### config.mk
export PLATFORM = sky130hd
export DESIGN_NAME = ddrg_guard
export DESIGN_NICKNAME = d
export VERILOG_FILES = /design/src/ddrg_pkg.sv /design/src/ddrg_timer.sv /design/src/ddrg_act_window.sv /design/src/ddrg_guard.sv
export SDC_FILE = /design/constraint.sdc
export NUM_CORES = 2
export LEC_CHECK = 0
export BUFFER_PORTS_ARGS = -buffer_cell sky130_fd_sc_hd__buf_2
export CORE_AREA = 2 2 304 306
export CTS_CLUSTER_DIAMETER = 80
export DETAILED_ROUTE_END_ITERATION = 16
export DIE_AREA = 0 0 306 308
export MAX_ROUTING_LAYER = met4
export PLACE_DENSITY = 0.73
export SETUP_SLACK_MARGIN = 0.02
export SLEW_MARGIN = 5
export SYNTH_ARGS = -nofsm -noshare
export SYNTH_HDL_FRONTEND = slang
export SYNTH_SLANG_ARGS = --single-unit
### constraint.sdc
create_clock -name mclk -period 8.8 [get_ports mclk]
set_clock_uncertainty 0.05 [all_clocks]
set_input_delay 0.44 -clock mclk [delete_from_list [all_inputs] [get_ports mclk]]
set_output_delay 0.44 -clock mclk [all_outputs]
set_load 0.01 [all_outputs]
### src/ddrg_pkg.sv
// package: timing constants, command codes, register map and fields of the timing guard
package ddrg_pkg;
   // host clock period in picoseconds (100 MHz)
   localparam int CLK_PS = 10000;
   // counter width shared by all spacing timers
   localparam int CW = 12;

   // ps to clocks: divide by the average period and round up, never below one
   function automatic int ns2cyc(input int ps);
      int c;
      c = (ps + CLK_PS - 1) / CLK_PS;
      return (c < 1) ? 1 : c;
   endfunction

   // larger of a clock count and a time converted to clocks
   function automatic int maxc(input int nck, input int ps);
      return (nck > ns2cyc(ps)) ? nck : ns2cyc(ps);
   endfunction

   // activate spacing within a bank group
   localparam int RRD_NCK = 4;
   localparam int RRD_2K_PS = 6400;
   localparam int RRD_2K_SLOW_PS = 7500;
   localparam int RRD_1K_PS = 4900;
   // four-activate window per page size
   localparam int FAW_2K_NCK = 28;
   localparam int FAW_2K_PS = 30000;
   localparam int FAW_1K_NCK = 20;
   localparam int FAW_1K_PS = 21000;
   localparam int FAW_HK_NCK = 16;
   localparam int FAW_HK_PS = 10875;
   // write to read, read to precharge, write recovery
   localparam int WTR_S_NCK = 2;
   localparam int WTR_S_PS = 2500;
   localparam int WTR_L_NCK = 4;
   localparam int WTR_L_PS = 7500;
   localparam int RTP_NCK = 4;
   localparam int RTP_PS = 7500;
   localparam int WR_PS = 15000;
   localparam int CRC_NCK = 5;
   localparam int CRC_SLOW_NCK = 4;
   localparam int CRC_PS = 3750;
   localparam int RP_PS = 14320;
   // mode register and calibration timing
   localparam int MRD_NCK = 8;
   localparam int MOD_NCK = 24;
   localparam int MOD_PS = 15000;
   localparam int MPRR_NCK = 1;
   localparam int CAL_NCK = 3;
   localparam int CAL_PS = 3748;
   localparam int CPDED_NCK = 4;
   localparam int DLLK_NCK = 1024;
   localparam int ZQINIT_NCK = 1024;
   localparam int ZQOPER_NCK = 512;
   localparam int ZQCS_NCK = 128;
   // reset and self-refresh exit
   localparam int XPR_NCK = 5;
   localparam int RFC_PS = 350000;
   localparam int RFC4_PS = 160000;
   localparam int EXIT_EXTRA_PS = 10000;

   // derived clock counts
   localparam int RRD_2K_CYC = maxc(RRD_NCK, RRD_2K_PS);
   localparam int RRD_2K_SLOW_CYC = maxc(RRD_NCK, RRD_2K_SLOW_PS);
   localparam int RRD_1K_CYC = maxc(RRD_NCK, RRD_1K_PS);
   localparam int FAW_2K_CYC = maxc(FAW_2K_NCK, FAW_2K_PS);
   localparam int FAW_1K_CYC = maxc(FAW_1K_NCK, FAW_1K_PS);
   localparam int FAW_HK_CYC = maxc(FAW_HK_NCK, FAW_HK_PS);
   localparam int WTR_S_CYC = maxc(WTR_S_NCK, WTR_S_PS);
   localparam int WTR_L_CYC = maxc(WTR_L_NCK, WTR_L_PS);
   localparam int RTP_CYC = maxc(RTP_NCK, RTP_PS);
   localparam int WR_CYC = ns2cyc(WR_PS);
   localparam int CRC_CYC = maxc(CRC_NCK, CRC_PS);
   localparam int CRC_SLOW_CYC = maxc(CRC_SLOW_NCK, CRC_PS);
   localparam int RP_CYC = ns2cyc(RP_PS);
   localparam int MOD_CYC = maxc(MOD_NCK, MOD_PS);
   localparam int CAL_CYC = maxc(CAL_NCK, CAL_PS);
   localparam int XPR_CYC = maxc(XPR_NCK, RFC_PS + EXIT_EXTRA_PS);
   localparam int XS_CYC = ns2cyc(RFC_PS + EXIT_EXTRA_PS);
   localparam int XS_ABORT_CYC = ns2cyc(RFC4_PS + EXIT_EXTRA_PS);

   // commands that software may launch
   typedef enum logic [3:0] {
      CMD_NOP = 4'h0, CMD_ACT = 4'h1, CMD_RD = 4'h2, CMD_WR = 4'h3,
      CMD_WRA = 4'h4, CMD_PRE = 4'h5, CMD_MRS = 4'h6, CMD_MPR_RD = 4'h7,
      CMD_MPR_WR = 4'h8, CMD_ZQCL = 4'h9, CMD_ZQCS = 4'ha, CMD_SRX = 4'hb,
      CMD_SRX_ABORT = 4'hc, CMD_SAVE_ENTER = 4'hd, CMD_SAVE_EXIT = 4'he,
      CMD_CKE_UP = 4'hf
   } ddrg_cmd_t;

   // register byte offsets
   localparam logic [7:0] REG_CONFIG = 8'h00;
   localparam logic [7:0] REG_CMD = 8'h04;
   localparam logic [7:0] REG_STATUS = 8'h08;
   localparam logic [7:0] REG_COUNT = 8'h0c;
   localparam logic [31:0] CONFIG_RESET = 32'h0000_0000;

   // config fields
   localparam int CF_PAGE = 0;
   localparam int CF_SLOW = 2;
   localparam int CF_CRCDM = 3;
   localparam int CF_CAL = 4;
   localparam int CF_PRE2 = 5;
   localparam int CF_CWL = 6;
   localparam int CF_AL = 11;
   localparam int CF_PL = 16;
   localparam int CF_WRP = 19;
   // command register fields
   localparam int CD_CODE = 0;
   localparam int CD_BA = 4;
   localparam int CD_BG = 6;
   localparam int CD_DEVSEL = 8;
   // status fields and page size codes
   localparam int ST_PEND = 0;
   localparam int ST_REFUSED = 1;
   localparam logic [1:0] PAGE_2K = 2'h0;
   localparam logic [1:0] PAGE_1K = 2'h1;
endpackage

### src/ddrg_timer.sv
// spacing countdown: holds the longest outstanding wait and flags when it has run out
`timescale 1ns/10ps
`default_nettype none
module ddrg_timer
   import ddrg_pkg::*;
#(
   parameter int W = CW
) (
   input wire logic mclk,
   input wire logic reset_n,
   input wire logic load,
   input wire logic [W-1:0] loadVal,
   output logic expired
);
   logic [W-1:0] cnt_reg; // cycles still to wait
   logic [W-1:0] decVal; // count after this cycle
   logic [W-1:0] reqVal; // count a new load asks for

   // a load of n lets the next command go n cycles later
   assign decVal = (cnt_reg != '0) ? W'(cnt_reg - 1'b1) : '0;
   assign reqVal = (loadVal != '0) ? W'(loadVal - 1'b1) : '0;
   assign expired = (cnt_reg == '0);

   // keep the longer of the running and the new wait
   always_ff @(posedge mclk) begin
      if (!reset_n) begin
         cnt_reg <= '0;
      end else if (load && (reqVal > decVal)) begin
         cnt_reg <= reqVal;
      end else begin
         cnt_reg <= decVal;
      end
   end
endmodule
`default_nettype wire

### src/ddrg_act_window.sv
// rolling four-activate window: four slots, each busy for one window after an activate
`timescale 1ns/10ps
`default_nettype none
module ddrg_act_window
   import ddrg_pkg::*;
#(
   parameter int SLOTS = 4
) (
   input wire logic mclk,
   input wire logic reset_n,
   input wire logic act,
   input wire logic [CW-1:0] windowCyc,
   output logic actOk
);
   logic [SLOTS-1:0] slotFree; // slot has no activate in its window
   logic [SLOTS-1:0] slotLoad; // slot takes this activate

   // the lowest free slot records a new activate
   genvar i;
   generate
      for (i = 0; i < SLOTS; i++) begin : g_slot
         if (i == 0) begin : g_first
            assign slotLoad[i] = act && slotFree[i];
         end else begin : g_rest
            assign slotLoad[i] = act && slotFree[i] && (slotFree[i-1:0] == '0);
         end
         ddrg_timer u_slot (
            .mclk(mclk),
            .reset_n(reset_n),
            .load(slotLoad[i]),
            .loadVal(windowCyc),
            .expired(slotFree[i])
         );
      end
   endgenerate

   // a fifth activate waits until the oldest window closes
   assign actOk = (slotFree != '0);
endmodule
`default_nettype wire

### src/ddrg_guard.sv
// host command sequencer that spaces rank commands by their timing constraints
// Operation
// - 2KB same-group activates spaced, 6.4/7.5 ns
// - 1KB/half-KB same-group activates spaced 4.9 ns
// - at most four activates per rolling window
// - other-group read waits short write-read delay
// - same-group read waits long write-read delay
// - precharge waits read-to-precharge after read
// - write recovery 15 ns, longer with CRC+DM
// - CRC+DM lengthens both write-read delays
// - mode register commands eight clocks apart
// - other commands wait mode update delay
// - two recovery clocks after MPR read
// - MPR write waits update plus AL plus PL
// - autoprecharge write blocks activate WR plus tRP
// - CAL mode: chip select leads command
// - CAL mode lengthens mode spacing and update
// - per-device write: data bit zero held low
// - two-clock preamble only at fast grades
// - clock held valid after power-saving entry
// - power-saving exit waits exit plus DLL lock
// - calibration waits 1024, 512, 128 clocks
// - reset exit waits max(5, refresh+10 ns)
// - self-refresh exit and abort delays
// - refresh cycle time taken as 350 ns
// - times rounded up to whole clocks
`timescale 1ns/10ps
`default_nettype none
module ddrg_guard
   import ddrg_pkg::*;
#(
   parameter int GROUPS = 4,
   parameter int BANKS_PER_GROUP = 4,
   parameter bit FAST_GRADE = 1'b1
) (
   input wire logic mclk,
   input wire logic reset_n,
   input wire logic [7:0] swAddr,
   input wire logic [31:0] swWdata,
   input wire logic swWr,
   input wire logic swRd,
   output logic [31:0] swRdata,
   output logic ddrCke,
   output logic ddrCsN,
   output logic ddrCmdValid,
   output logic [3:0] ddrCmdCode,
   output logic [1:0] ddrBg,
   output logic [1:0] ddrBa,
   output logic ddrDq0Out,
   output logic ddrDq0Oe,
   output logic ddrPreamble2,
   output logic ddrClkHold
);
   localparam int BANKS = GROUPS * BANKS_PER_GROUP;

   // sequencer states, one-hot
   typedef enum logic [3:0] {
      ST_IDLE = 4'h1, ST_LEAD = 4'h2, ST_ISSUE = 4'h4, ST_HOLD = 4'h8
   } ddrg_state_t;

   ddrg_state_t state_reg, state_next; // sequencer state
   logic [31:0] config_reg; // software configuration
   logic [3:0] code_reg; // pending command
   logic [1:0] bg_reg; // pending bank group
   logic [1:0] ba_reg; // pending bank
   logic devSel_reg; // pending mode write targets one device
   logic pend_reg; // a command waits to be issued
   logic refused_reg; // sticky: command written while one pending
   logic cke_reg; // clock enable driven to the rank
   logic calDone_reg; // power-up calibration already done
   logic [CW-1:0] lead_reg; // cycles left before command in lead phase
   logic [15:0] count_reg; // commands issued
   logic [31:0] rdata_reg; // read data, one cycle after strobe
   logic csLead_reg; // chip select pulse ahead of command

   // decoded configuration
   wire [1:0] cfgPage = config_reg[CF_PAGE +: 2];
   wire cfgSlow = config_reg[CF_SLOW];
   wire cfgCrcDm = config_reg[CF_CRCDM];
   wire cfgCal = config_reg[CF_CAL];
   wire [CW-1:0] cfgCwl = CW'(config_reg[CF_CWL +: 5]);
   wire [CW-1:0] cfgAl = CW'(config_reg[CF_AL +: 5]);
   wire [CW-1:0] cfgPl = CW'(config_reg[CF_PL +: 3]);
   wire [CW-1:0] cfgWrp = CW'(config_reg[CF_WRP +: 5]);

   // register decode
   wire wrConfig = swWr && (swAddr == REG_CONFIG);
   wire wrCmd = swWr && (swAddr == REG_CMD);
   wire wrStatus = swWr && (swAddr == REG_STATUS);

   // command class of the pending command
   wire isAct = (code_reg == CMD_ACT);
   wire isRead = (code_reg == CMD_RD) || (code_reg == CMD_MPR_RD);
   wire isWrite = (code_reg == CMD_WR) || (code_reg == CMD_WRA);
   wire isMode = (code_reg == CMD_MRS) || (code_reg == CMD_SAVE_ENTER) ||
                 (code_reg == CMD_MPR_WR);
   wire fire = (state_reg == ST_ISSUE);
   wire [3:0] bankIdx = {bg_reg, ba_reg};

   // timer outputs
   logic busyOk, modeOk, mrdOk, dllOk, clkFree, fawOk;
   logic [GROUPS-1:0] actGrpOk, rdGrpOk;
   logic [BANKS-1:0] preBankOk, actBankOk;

   // activate spacing by page size and grade
   wire [CW-1:0] rrdCyc = (cfgPage == PAGE_2K) ?
      (cfgSlow ? CW'(RRD_2K_SLOW_CYC) : CW'(RRD_2K_CYC)) : CW'(RRD_1K_CYC);
   wire [CW-1:0] fawCyc = (cfgPage == PAGE_2K) ? CW'(FAW_2K_CYC) :
      (cfgPage == PAGE_1K) ? CW'(FAW_1K_CYC) : CW'(FAW_HK_CYC);
   // CRC+DM extra, four clocks at the slowest grade
   wire [CW-1:0] crcAdd = !cfgCrcDm ? '0 :
      (cfgSlow ? CW'(CRC_SLOW_CYC) : CW'(CRC_CYC));
   // internal write transaction starts four clocks after write latency
   wire [CW-1:0] wrStart = CW'(cfgCwl + CW'(4));
   wire [CW-1:0] wtrSCyc = CW'(wrStart + CW'(WTR_S_CYC) + crcAdd);
   wire [CW-1:0] wtrLCyc = CW'(wrStart + CW'(WTR_L_CYC) + crcAdd);
   wire [CW-1:0] wrRecCyc = CW'(wrStart + CW'(WR_CYC) + crcAdd);
   // programmed WR plus rounded-up precharge period
   wire [CW-1:0] dalCyc = CW'(wrStart + cfgWrp + CW'(RP_CYC));
   // read-to-precharge counted from the internal read
   wire [CW-1:0] rtpCyc = CW'(cfgAl + CW'(RTP_CYC));
   // CAL mode lengthens spacing and update delay
   wire [CW-1:0] calCyc = cfgCal ? CW'(CAL_CYC) : '0;
   wire [CW-1:0] mrdCyc = cfgCal ? CW'(MOD_CYC + CAL_CYC) : CW'(MRD_NCK);
   wire [CW-1:0] modCyc = CW'(CW'(MOD_CYC) + calCyc);
   wire [CW-1:0] mprWrCyc = CW'(modCyc + cfgAl + cfgPl);

   logic [CW-1:0] busyCyc;
   always_comb begin
      case (code_reg)
         CMD_CKE_UP: busyCyc = CW'(XPR_CYC);
         // first calibration after reset is the long one
         CMD_ZQCL: busyCyc = calDone_reg ? CW'(ZQOPER_NCK) : CW'(ZQINIT_NCK);
         CMD_ZQCS: busyCyc = CW'(ZQCS_NCK);
         // exit delays from refresh cycle time
         CMD_SRX: busyCyc = CW'(XS_CYC);
         CMD_SAVE_EXIT: busyCyc = CW'(XS_CYC);
         CMD_SRX_ABORT: busyCyc = CW'(XS_ABORT_CYC);
         CMD_MPR_RD: busyCyc = CW'(MPRR_NCK + 1);
         default: busyCyc = '0;
      endcase
   end

   wire exitCmd = (code_reg == CMD_SRX) || (code_reg == CMD_SAVE_EXIT);

   ddrg_timer u_busy (
      .mclk(mclk), .reset_n(reset_n),
      .load(fire && (busyCyc != '0)), .loadVal(busyCyc), .expired(busyOk)
   );
   ddrg_timer u_mode (
      .mclk(mclk), .reset_n(reset_n), .load(fire && isMode),
      .loadVal((code_reg == CMD_MPR_WR) ? mprWrCyc : modCyc), .expired(modeOk)
   );
   ddrg_timer u_mrd (
      .mclk(mclk), .reset_n(reset_n),
      .load(fire && isMode), .loadVal(mrdCyc), .expired(mrdOk)
   );
   // reads need the DLL relocked after exit
   ddrg_timer u_dll (
      .mclk(mclk), .reset_n(reset_n), .load(fire && exitCmd),
      .loadVal(CW'(XS_CYC + DLLK_NCK)), .expired(dllOk)
   );
   // clock kept valid after power-saving entry
   ddrg_timer u_clk (
      .mclk(mclk), .reset_n(reset_n), .load(fire && (code_reg == CMD_SAVE_ENTER)),
      .loadVal(CW'(MOD_CYC + CPDED_NCK)), .expired(clkFree)
   );
   ddrg_act_window u_faw (
      .mclk(mclk), .reset_n(reset_n),
      .act(fire && isAct), .windowCyc(fawCyc), .actOk(fawOk)
   );

   genvar g, b;
   generate
      for (g = 0; g < GROUPS; g++) begin : g_grp
         wire sameGrp = (bg_reg == 2'(g));
         ddrg_timer u_act (
            .mclk(mclk), .reset_n(reset_n),
            .load(fire && isAct && sameGrp), .loadVal(rrdCyc), .expired(actGrpOk[g])
         );
         // write-to-read, long in the written group
         ddrg_timer u_wtr (
            .mclk(mclk), .reset_n(reset_n), .load(fire && isWrite),
            .loadVal(sameGrp ? wtrLCyc : wtrSCyc), .expired(rdGrpOk[g])
         );
      end
      for (b = 0; b < BANKS; b++) begin : g_bank
         wire sameBank = (bankIdx == 4'(b));
         ddrg_timer u_pre (
            .mclk(mclk), .reset_n(reset_n),
            .load(fire && sameBank && (isRead || isWrite)),
            .loadVal(isWrite ? wrRecCyc : rtpCyc), .expired(preBankOk[b])
         );
         ddrg_timer u_dal (
            .mclk(mclk), .reset_n(reset_n),
            .load(fire && sameBank && (code_reg == CMD_WRA)),
            .loadVal(dalCyc), .expired(actBankOk[b])
         );
      end
   endgenerate

   // command may go only when every relevant timer has run out
   wire legal = busyOk && (isMode ? mrdOk : modeOk) &&
      (!isAct || (actGrpOk[bg_reg] && actBankOk[bankIdx] && fawOk)) &&
      (!isRead || (rdGrpOk[bg_reg] && dllOk)) &&
      ((code_reg != CMD_PRE) || preBankOk[bankIdx]) &&
      (cke_reg || (code_reg == CMD_CKE_UP));
   wire go = pend_reg && legal;
   // a lead phase for chip select or data bit zero setup
   wire needLead = cfgCal || (devSel_reg && (code_reg == CMD_MRS));

   // next-state selection
   always_comb begin
      case (state_reg)
         ST_IDLE: state_next = !go ? ST_IDLE : (needLead ? ST_LEAD : ST_ISSUE);
         ST_LEAD: state_next = (lead_reg <= CW'(1)) ? ST_ISSUE : ST_LEAD;
         ST_ISSUE: state_next = devSel_reg ? ST_HOLD : ST_IDLE;
         ST_HOLD: state_next = ST_IDLE;
         default: state_next = ST_IDLE;
      endcase
   end

   // sequencer state and lead counter
   always_ff @(posedge mclk) begin
      if (!reset_n) begin
         state_reg <= ST_IDLE;
         lead_reg <= '0;
      end else begin
         state_reg <= state_next;
         lead_reg <= (state_reg == ST_IDLE) ? (cfgCal ? calCyc : CW'(1)) :
            CW'(lead_reg - CW'(lead_reg != '0));
      end
   end

   // chip select pulse at the start of the lead in CAL mode
   always_ff @(posedge mclk) begin
      if (!reset_n) begin
         csLead_reg <= 1'b0;
      end else begin
         csLead_reg <= (state_reg == ST_IDLE) && go && cfgCal;
      end
   end

   // configuration register
   always_ff @(posedge mclk) begin
      if (!reset_n) begin
         config_reg <= CONFIG_RESET;
      end else if (wrConfig) begin
         config_reg <= swWdata;
      end
   end

   // pending command capture, refused while one waits
   always_ff @(posedge mclk) begin
      if (!reset_n) begin
         pend_reg <= 1'b0;
         code_reg <= CMD_NOP;
         bg_reg <= '0;
         ba_reg <= '0;
         devSel_reg <= 1'b0;
      end else if (wrCmd && !pend_reg) begin
         pend_reg <= (swWdata[CD_CODE +: 4] != CMD_NOP);
         code_reg <= swWdata[CD_CODE +: 4];
         ba_reg <= swWdata[CD_BA +: 2];
         bg_reg <= swWdata[CD_BG +: 2];
         devSel_reg <= swWdata[CD_DEVSEL];
      end else if (fire) begin
         pend_reg <= 1'b0;
      end
   end

   // sticky refusal flag: a new refusal wins over a clear
   always_ff @(posedge mclk) begin
      if (!reset_n) begin
         refused_reg <= 1'b0;
      end else if (wrCmd && pend_reg) begin
         refused_reg <= 1'b1;
      end else if (wrStatus && swWdata[ST_REFUSED]) begin
         refused_reg <= 1'b0;
      end
   end

   // rank clock enable, calibration state and issued count
   always_ff @(posedge mclk) begin
      if (!reset_n) begin
         cke_reg <= 1'b0;
         calDone_reg <= 1'b0;
         count_reg <= '0;
      end else if (fire) begin
         cke_reg <= cke_reg || (code_reg == CMD_CKE_UP);
         calDone_reg <= calDone_reg || (code_reg == CMD_ZQCL);
         count_reg <= 16'(count_reg + 16'h0001);
      end
   end

   // read data mux, zero for unmapped offsets
   wire [31:0] statusWord = {26'h0, calDone_reg, !busyOk, !clkFree, cke_reg,
                             refused_reg, pend_reg};
   wire [31:0] rdMux = (swAddr == REG_CONFIG) ? config_reg :
      (swAddr == REG_CMD) ? {23'h0, devSel_reg, bg_reg, ba_reg, code_reg} :
      (swAddr == REG_STATUS) ? statusWord :
      (swAddr == REG_COUNT) ? {16'h0, count_reg} : 32'h0;

   // read data register, valid only the cycle after the strobe
   always_ff @(posedge mclk) begin
      if (!reset_n) begin
         rdata_reg <= '0;
      end else begin
         rdata_reg <= swRd ? rdMux : 32'h0;
      end
   end

   // pin drive
   assign swRdata = rdata_reg;
   assign ddrCke = cke_reg;
   assign ddrCmdValid = fire;
   assign ddrCmdCode = fire ? code_reg : CMD_NOP;
   assign ddrBg = bg_reg;
   assign ddrBa = ba_reg;
   // chip select with command, or ahead of it in CAL mode
   assign ddrCsN = !(cfgCal ? csLead_reg : fire);
   // data bit zero low across the per-device write
   assign ddrDq0Out = 1'b0;
   assign ddrDq0Oe = devSel_reg && (code_reg == CMD_MRS) && (state_reg != ST_IDLE);
   // two-clock preamble only offered at fast grades
   assign ddrPreamble2 = FAST_GRADE && config_reg[CF_PRE2];
   assign ddrClkHold = !clkFree;
endmodule
`default_nettype wire

== After elaboration in Yosys (flattened, before gate mapping) ==
Cells that the tools add are included.

* Add/subtract/negate cells: 72
* $lt $le $gt $ge: 52
* Eq/ne operators: 41
* Mux-type cells: 148
* Bitwise logic cells: 2
* Reductions and logical operators: 278

{| class="wikitable"
|+ Operator list
! operator !! count
|-
| $mux 12 || 103
|-
| $reduce_bool 12->1 || 60
|-
| $logic_not 12->1 || 49
|-
| $sub 12x1->12 const B || 49
|-
| $gt 12x12->1 || 43
|-
| $logic_and 1x1->1 || 133
|-
| $eq 4x4->1 const B || 16
|-
| $sub 8x1->9 const B || 7
|-
| $pmux 11 s5 || 1
|-
| $gt 2x12->1 const A || 4
|-
| $mux 16 || 3
|-
| $mux 8 || 6
|-
| $eq 4x3->1 const B || 8
|-
| $mux 32 || 1
|-
| $add 7x3->8 || 3
|-
| $mux 11 || 2
|-
| $eq 4x2->1 const B || 5
|-
| $add 16x1->16 const B || 1
|-
| $eq 8x4->1 const B || 2
|-
| $mux 3 || 5
|-
| $add 6x5->7 || 2
|-
| $add 5x3->6 const B || 2
|-
| $eq 4x1->1 const B || 3
|-
| $gt 11x12->1 const A || 1
|-
| other kinds (35) || 84
|}

* Register bits after elaboration: 698

== Depth between registers and ports, before layout ==
* Depth after elaboration: 13
* Depth in mapped cells: 27
* Depth with buffers taken out: 24

== By module ==
Synthesis repeated with hierarchy kept, for this count alone.

* Cell total of the unflattened synthesis: 8816
* Area, all modules: 71232.1 um2

{| class="wikitable"
|+ By module, submodules not included
! module !! instances !! cells each !! area each (um2) !! seq. area each (um2)
|-
| ddrg_timer (g_bank[0].u_dal ...) || 41 || 163 || 1325.0 || 240.2
|-
| ddrg_timer (u_faw.g_slot[0].u_slot ...) || 5 || 166 || 1320.0 || 240.2
|-
| ddrg_guard || 1 || 799 || 6292.3 || 2202.1
|-
| ddrg_timer (u_dll) || 1 || 163 || 1332.5 || 240.2
|-
| ddrg_timer (u_mrd) || 1 || 172 || 1327.5 || 240.2
|-
| ddrg_timer (g_bank[15].u_dal) || 1 || 162 || 1302.5 || 240.2
|-
| ddrg_act_window || 1 || 7 || 51.3 || 0.0
|}

== Worst setup path before layout ==
OpenSTA, ideal clock, no wires.

* Path type: register -> register
* Start: register config_reg[3]
* End: register g_bank[6].u_pre.cnt_reg[0]
* Setup time: 0.138 ns
* Data arrival time: 7.350 ns
* Required time: 8.612 ns
* Path slack: 1.262 ns
* Cell stages (with the launch flop): 25
* Path buffers: 4
* Path through: dfxtp_1 -> inv_1 -> nor2_1 -> ha_1 -> inv_1 -> ha_1 -> clkbuf_1 -> nor2_1 -> a21oi_1 -> ha_1 -> clkbuf_1 -> or2b_1 -> o311a_1 -> buf_2 -> nor2_1 -> ha_1 -> and4_1 -> nand4_1 -> a21oi_1 -> nor2b_1 -> a221oi_1 -> o211ai_1 -> o211ai_1 -> clkbuf_1 -> o32ai_1

* Cells in the longest elaborated chain, start to end: 8

{| class="wikitable"
|+ Ends and longest elaborated chain
! item !! RTL line !! RTL
|-
| start, declared || ddrg_guard.sv:62 || <nowiki>logic [31:0] config_reg;</nowiki>
|-
| start signal, assigned || ddrg_guard.sv:249 || <nowiki>config_reg <= swWdata;</nowiki>
|-
| $mux 3 (*) || ddrg_guard.sv:111 || <nowiki>wire [CW-1:0] crcAdd = !cfgCrcDm ? '0 :</nowiki>
|-
| $add 7x3->8 (*) || ddrg_guard.sv:117 || <nowiki>wire [CW-1:0] wrRecCyc = CW'(wrStart + CW'(WR_CYC) + crcAdd);</nowiki>
|-
| $mux 8 (*) || ddrg_guard.sv:192 || <nowiki>.loadVal(isWrite ? wrRecCyc : rtpCyc), .expired(preBankOk[b])</nowiki>
|-
| $sub 8x1->9 or $reduce_bool 12->1 (tied branches) || ddrg_timer.sv:21 || <nowiki>assign reqVal = (loadVal != '0) ? W'(loadVal - 1'b1) : '0;</nowiki>
|-
| $mux 12 (*) || ddrg_timer.sv:21 ||
|-
| $gt 12x12->1 || ddrg_timer.sv:28 || <nowiki>end else if (load && (reqVal > decVal)) begin</nowiki>
|-
| $logic_and 1x1->1 || ddrg_timer.sv:28 ||
|-
| $mux 12 (*) || ddrg_timer.sv:28 ||
|-
| end signal, assigned || ddrg_timer.sv:29 || <nowiki>cnt_reg <= reqVal;</nowiki>
|-
| end signal, assigned || ddrg_timer.sv:31 || <nowiki>cnt_reg <= decVal;</nowiki>
|-
| end, declared || ddrg_timer.sv:15 || <nowiki>logic [W-1:0] cnt_reg;</nowiki>
|}

Mark *: on every way between the ends. The rest lies on a longest branch, timed or not.
A chain may end at the register's enable or synchronous reset.

== Worst setup path in the final report ==
* Start: register code_reg[3]
* End: register g_bank[6].u_pre.cnt_reg[0]

* Cells in the longest elaborated chain, start to end: 8

{| class="wikitable"
|+ Ends and longest elaborated chain
! item !! RTL line !! RTL
|-
| start, declared || ddrg_guard.sv:63 || <nowiki>logic [3:0] code_reg;</nowiki>
|-
| start signal, assigned || ddrg_guard.sv:263 || <nowiki>code_reg <= swWdata[CD_CODE +: 4];</nowiki>
|-
| $eq 4x2->1 or $eq 4x3->1 (tied branches) || ddrg_guard.sv:94 || <nowiki>wire isWrite = (code_reg == CMD_WR) || (code_reg == CMD_WRA);</nowiki>
|-
| $logic_or 1x1->1 || ddrg_guard.sv:94 ||
|-
| $mux 8 || ddrg_guard.sv:192 ||
|-
| $sub 8x1->9 or $reduce_bool 12->1 (tied branches) || ddrg_timer.sv:21 ||
|-
| $mux 12 || ddrg_timer.sv:21 ||
|-
| $gt 12x12->1 || ddrg_timer.sv:28 ||
|-
| $logic_and 1x1->1 || ddrg_timer.sv:28 ||
|-
| $mux 12 (*) || ddrg_timer.sv:28 ||
|}

Marks and branches as above.

==> flow_summary_export.csv <==
group,metric,value,unit
status,status,"finished clean",
detailed_routing,via_per_inst,5.98,
layout,syn_to_final_growth,10.2,%
min_path,hp-start,"swWdata[10]",
detailed_routing,vias,45575,
logic_synthesis,synthDistinctLibCells,96,
setup_path,end_kind,"register",
sta,timing.final.crit_share,77.5,%
sta,hold_violations,0,
sta,timing.slew.headroom,18.0,%
logic_synthesis,yosys_most_used_dff,"dfxtp_1",
detailed_routing,ant_nets,0,
pwr,power,21000,uW
sta,tns,0,ns
layout,fillers,8028,
sta,max_slew.worst_pin.slew,1.23,ns
logic_synthesis,avgSynthCellArea,7.98,sq um
pwr,p_leak,0.0244,uW
floorplan,core-area,0.0910,sq mm
setup_path,critPathArrivalTime,7.35,ns
setup_path,reg2reg_depth,19,
placed_design,numPortBuffers,89,
layout,drive_gt1_share,8.57,%
logic_synthesis,yosysTopAreaCellShare,28.1,%
clock_network,clk_latency,0.67,ns
detailed_routing,first_pass_iters,6,
logic_synthesis,ys_seq_area_share,28.1,%
pwr,ir_drop,0.271,mV
clock_network,root_buffer,"clkbuf_16",
logic_synthesis,netlist_instances,6239,
floorplan,start_util,54.7,%
logic_synthesis,postSynth.asyncResetShare,0,%
logic_synthesis,synthTopCellsByArea,"dfxtp_1, ha_1, nor2_1",
clock_network,cts_resized,0,
layout,fin_cells,7619,
grt,first_global_vias,43155,
setup_path,rrSetupSlack,1.98,ns
sta,setup_viol,0,
clock_network,cts_buffer_depth,3,
setup_path,crit_required,9.33,ns
pwr,p_per_area,383,mW/mm^2
grt,grt_pass1_wl,218000,microns
layout,final_cell_area,0.0549,sq mm
clock_network,clk_pin_slew_worst_paths,0.06,ns
sta,min_period,6.82,ns
placed_design,dp_cells,7429,
sta,slew_viol_final,0,
clock_network,htree_levels,3,
floorplan,fp.dieH,308,microns
floorplan,ios,91,
grt,grt_max_degree,165,
min_path,hold_depth,3,
job,drv_cap,0,
placed_design,routabilityCongestion,0.936,
detailed_routing,first_iter_violations,3341,
logic_synthesis,ys_ff_latch,698,
placed_design,dpl-instance-area,0.0517,sq mm
min_path,min_to,"config_reg[10]",
floorplan,num_rows,111,
logic_synthesis,synth_most_common_cell,"nor2_1",
min_path,min_path_type,"primary input to register",
sta,clock.fmax,147,MHz
logic_synthesis,synth_edf_count,0,
setup_path,r2r-start,"code_reg[3]",
grt,grt.overflow.total,0,
logic_synthesis,synth.cell_area,0.0498,sq mm
setup_path,crit_fanout,27,
grt,antenna_found_initial,3,
clock_network,numClockSinks,698,
detailed_routing,wl_per_cell,17.8,microns
grt,track_usage,28.8,%
setup_path,critPathKind,"register to register",
clock_network,cts_buffers,82,
setup_path,crit_start,"code_reg[3]",
setup_path,startpoint_type,"register",
floorplan,die_area,0.0942,sq mm
floorplan,die_w,306,microns
detailed_routing,remaining_drc_errors,0,
detailed_routing,drt-total-wl,136000,microns
logic_synthesis,netlist_top_cells_count,"nor2_1, dfxtp_1, nand2_1, ha_1, a21oi_1",
clock_network,cts_tree,"yes",
placed_design,dp.final_hpwl,95600,microns
setup_path,r2r-end,"g_bank[6].u_pre.cnt_reg[0]",
sta,rsz0062_at_grt,"no",
layout,nets,6957,
logic_synthesis,yosysTopAreaCell,"dfxtp_1",
logic_synthesis,synth_warnings,0,
-- cells in the final DEF (no fill, tap or decap), types with 88 or more instances in the layout --
cell type,instances
buf_2,88
o21ai_0,172
nand3_1,149
nand4_1,92
xnor2_1,181
nor2_1,781
ha_1,552
nand2_1,636
nor3_1,257
a21o_1,144
xor2_1,176
mux2i_1,183
nor2b_1,111
or2_2,116
or3_1,116
nand2b_1,142
nor4_1,95
inv_1,189
dfxtp_1,697
a21oi_1,398
-- where the power goes --
group          leakage (uW)  internal [uW]  switching, uW  total, uW
combinational        0.0173           5520           6980      12500
sequential          0.00572           4060            842       4900
clock               0.00141           2150           1450       3600
total                0.0244          11700           9270      21000
-- how the worst max path moves through the flow --
stage                                  end  slack [ns]  depth (start not counted)
2_1_floorplan   g_bank[6].u_pre.cnt_reg[0]        1.26                         24
3_3_place_gp   g_bank[14].u_dal.cnt_reg[4]        2.30                         21
3_5_place_dp    g_bank[6].u_pre.cnt_reg[0]        2.12                         18
4_1_cts         g_bank[6].u_pre.cnt_reg[0]        2.12                         18
5_1_grt         g_bank[6].u_pre.cnt_reg[0]        1.47                         19
6_report        g_bank[6].u_pre.cnt_reg[0]        1.98                         19
-- cells by family (layout without fill, tap and decap cells) --
family / Yosys count / count (layout) / share of synthesized area [%]
multiplexers: 280 / 280 / 6.11
other: 1 / 72 / 0.00753
flip-flops: 698 / 698 / 28.1
AO/OA/AOI/OAI: 1130 / 1130 / 14.4
buffers and inverters: 405 / 528 / 3.15
XOR/XNOR: 357 / 357 / 6.28
adder cells (fa/ha/maj): 563 / 563 / 14.2
AND/OR/NAND/NOR: 2805 / 2805 / 27.8
-- area by class of cell --
class	count	area, sq um	area share [%]
well taps	1186	1480	2.70
diodes	7	17.5	0.0319
clock buffers	122	2500	4.55
clock inverters	31	364	0.663
multi-input cells	5200	34600	63.0
repair buffers	183	1240	2.27
flip-flops and latches	698	14000	25.5
inverters	192	728	1.33
-- layer usage --
layer / share of wire, % / routed length [microns] / up-vias / global-route usage [%]
met4: 3.7 / 4980 / 0 / 10.8
met1: 44 / 60200 / 21528 / 36.0
li1: - / - / 22493 / -
met2: 46 / 62400 / 1240 / 47.3
met5: 0 / 0 / - / -
met3: 6.2 / 8420 / 314 / 4.05
-- metrics by stage --
stage               util [%]  hold WS, ns  setup WS, ns
floorplan                  -        0.380          1.26
CTS                     60.3       0.0147          2.12
global placement        56.8        0.385          2.30
finish                  60.3       0.0550          1.98
global route            60.3       0.0346          1.47
detailed placement      56.8        0.391          2.12
-- worst max-delay path, stage by stage, from the launching register on --
cell and delay, ns:
dfxtp_1 0.80, and4bb_1 0.35, nor2_1 0.65, a21oi_1 0.23
ha_1 0.34, nor2_1 0.12, o311ai_1 0.15, o311a_1 0.15
buf_4 0.19, nor2_4 0.62, ha_1 0.37, and4_1 0.22
nand4_1 0.11, a21oi_1 0.08, nor2b_1 0.16, a221oi_1 0.27
o211ai_1 0.13, o211ai_1 0.86, nand2_1 0.50, o32ai_1 0.34
-- timing repair --
| action | in CTS | in global routing |
|---|---|---|
| hold endpoints to repair | 34 | 0 |
| buffers inserted | 0 | 0 |
| hold buffers | 30 | 0 |
Note: power is estimated with default switching activity, not from simulation.
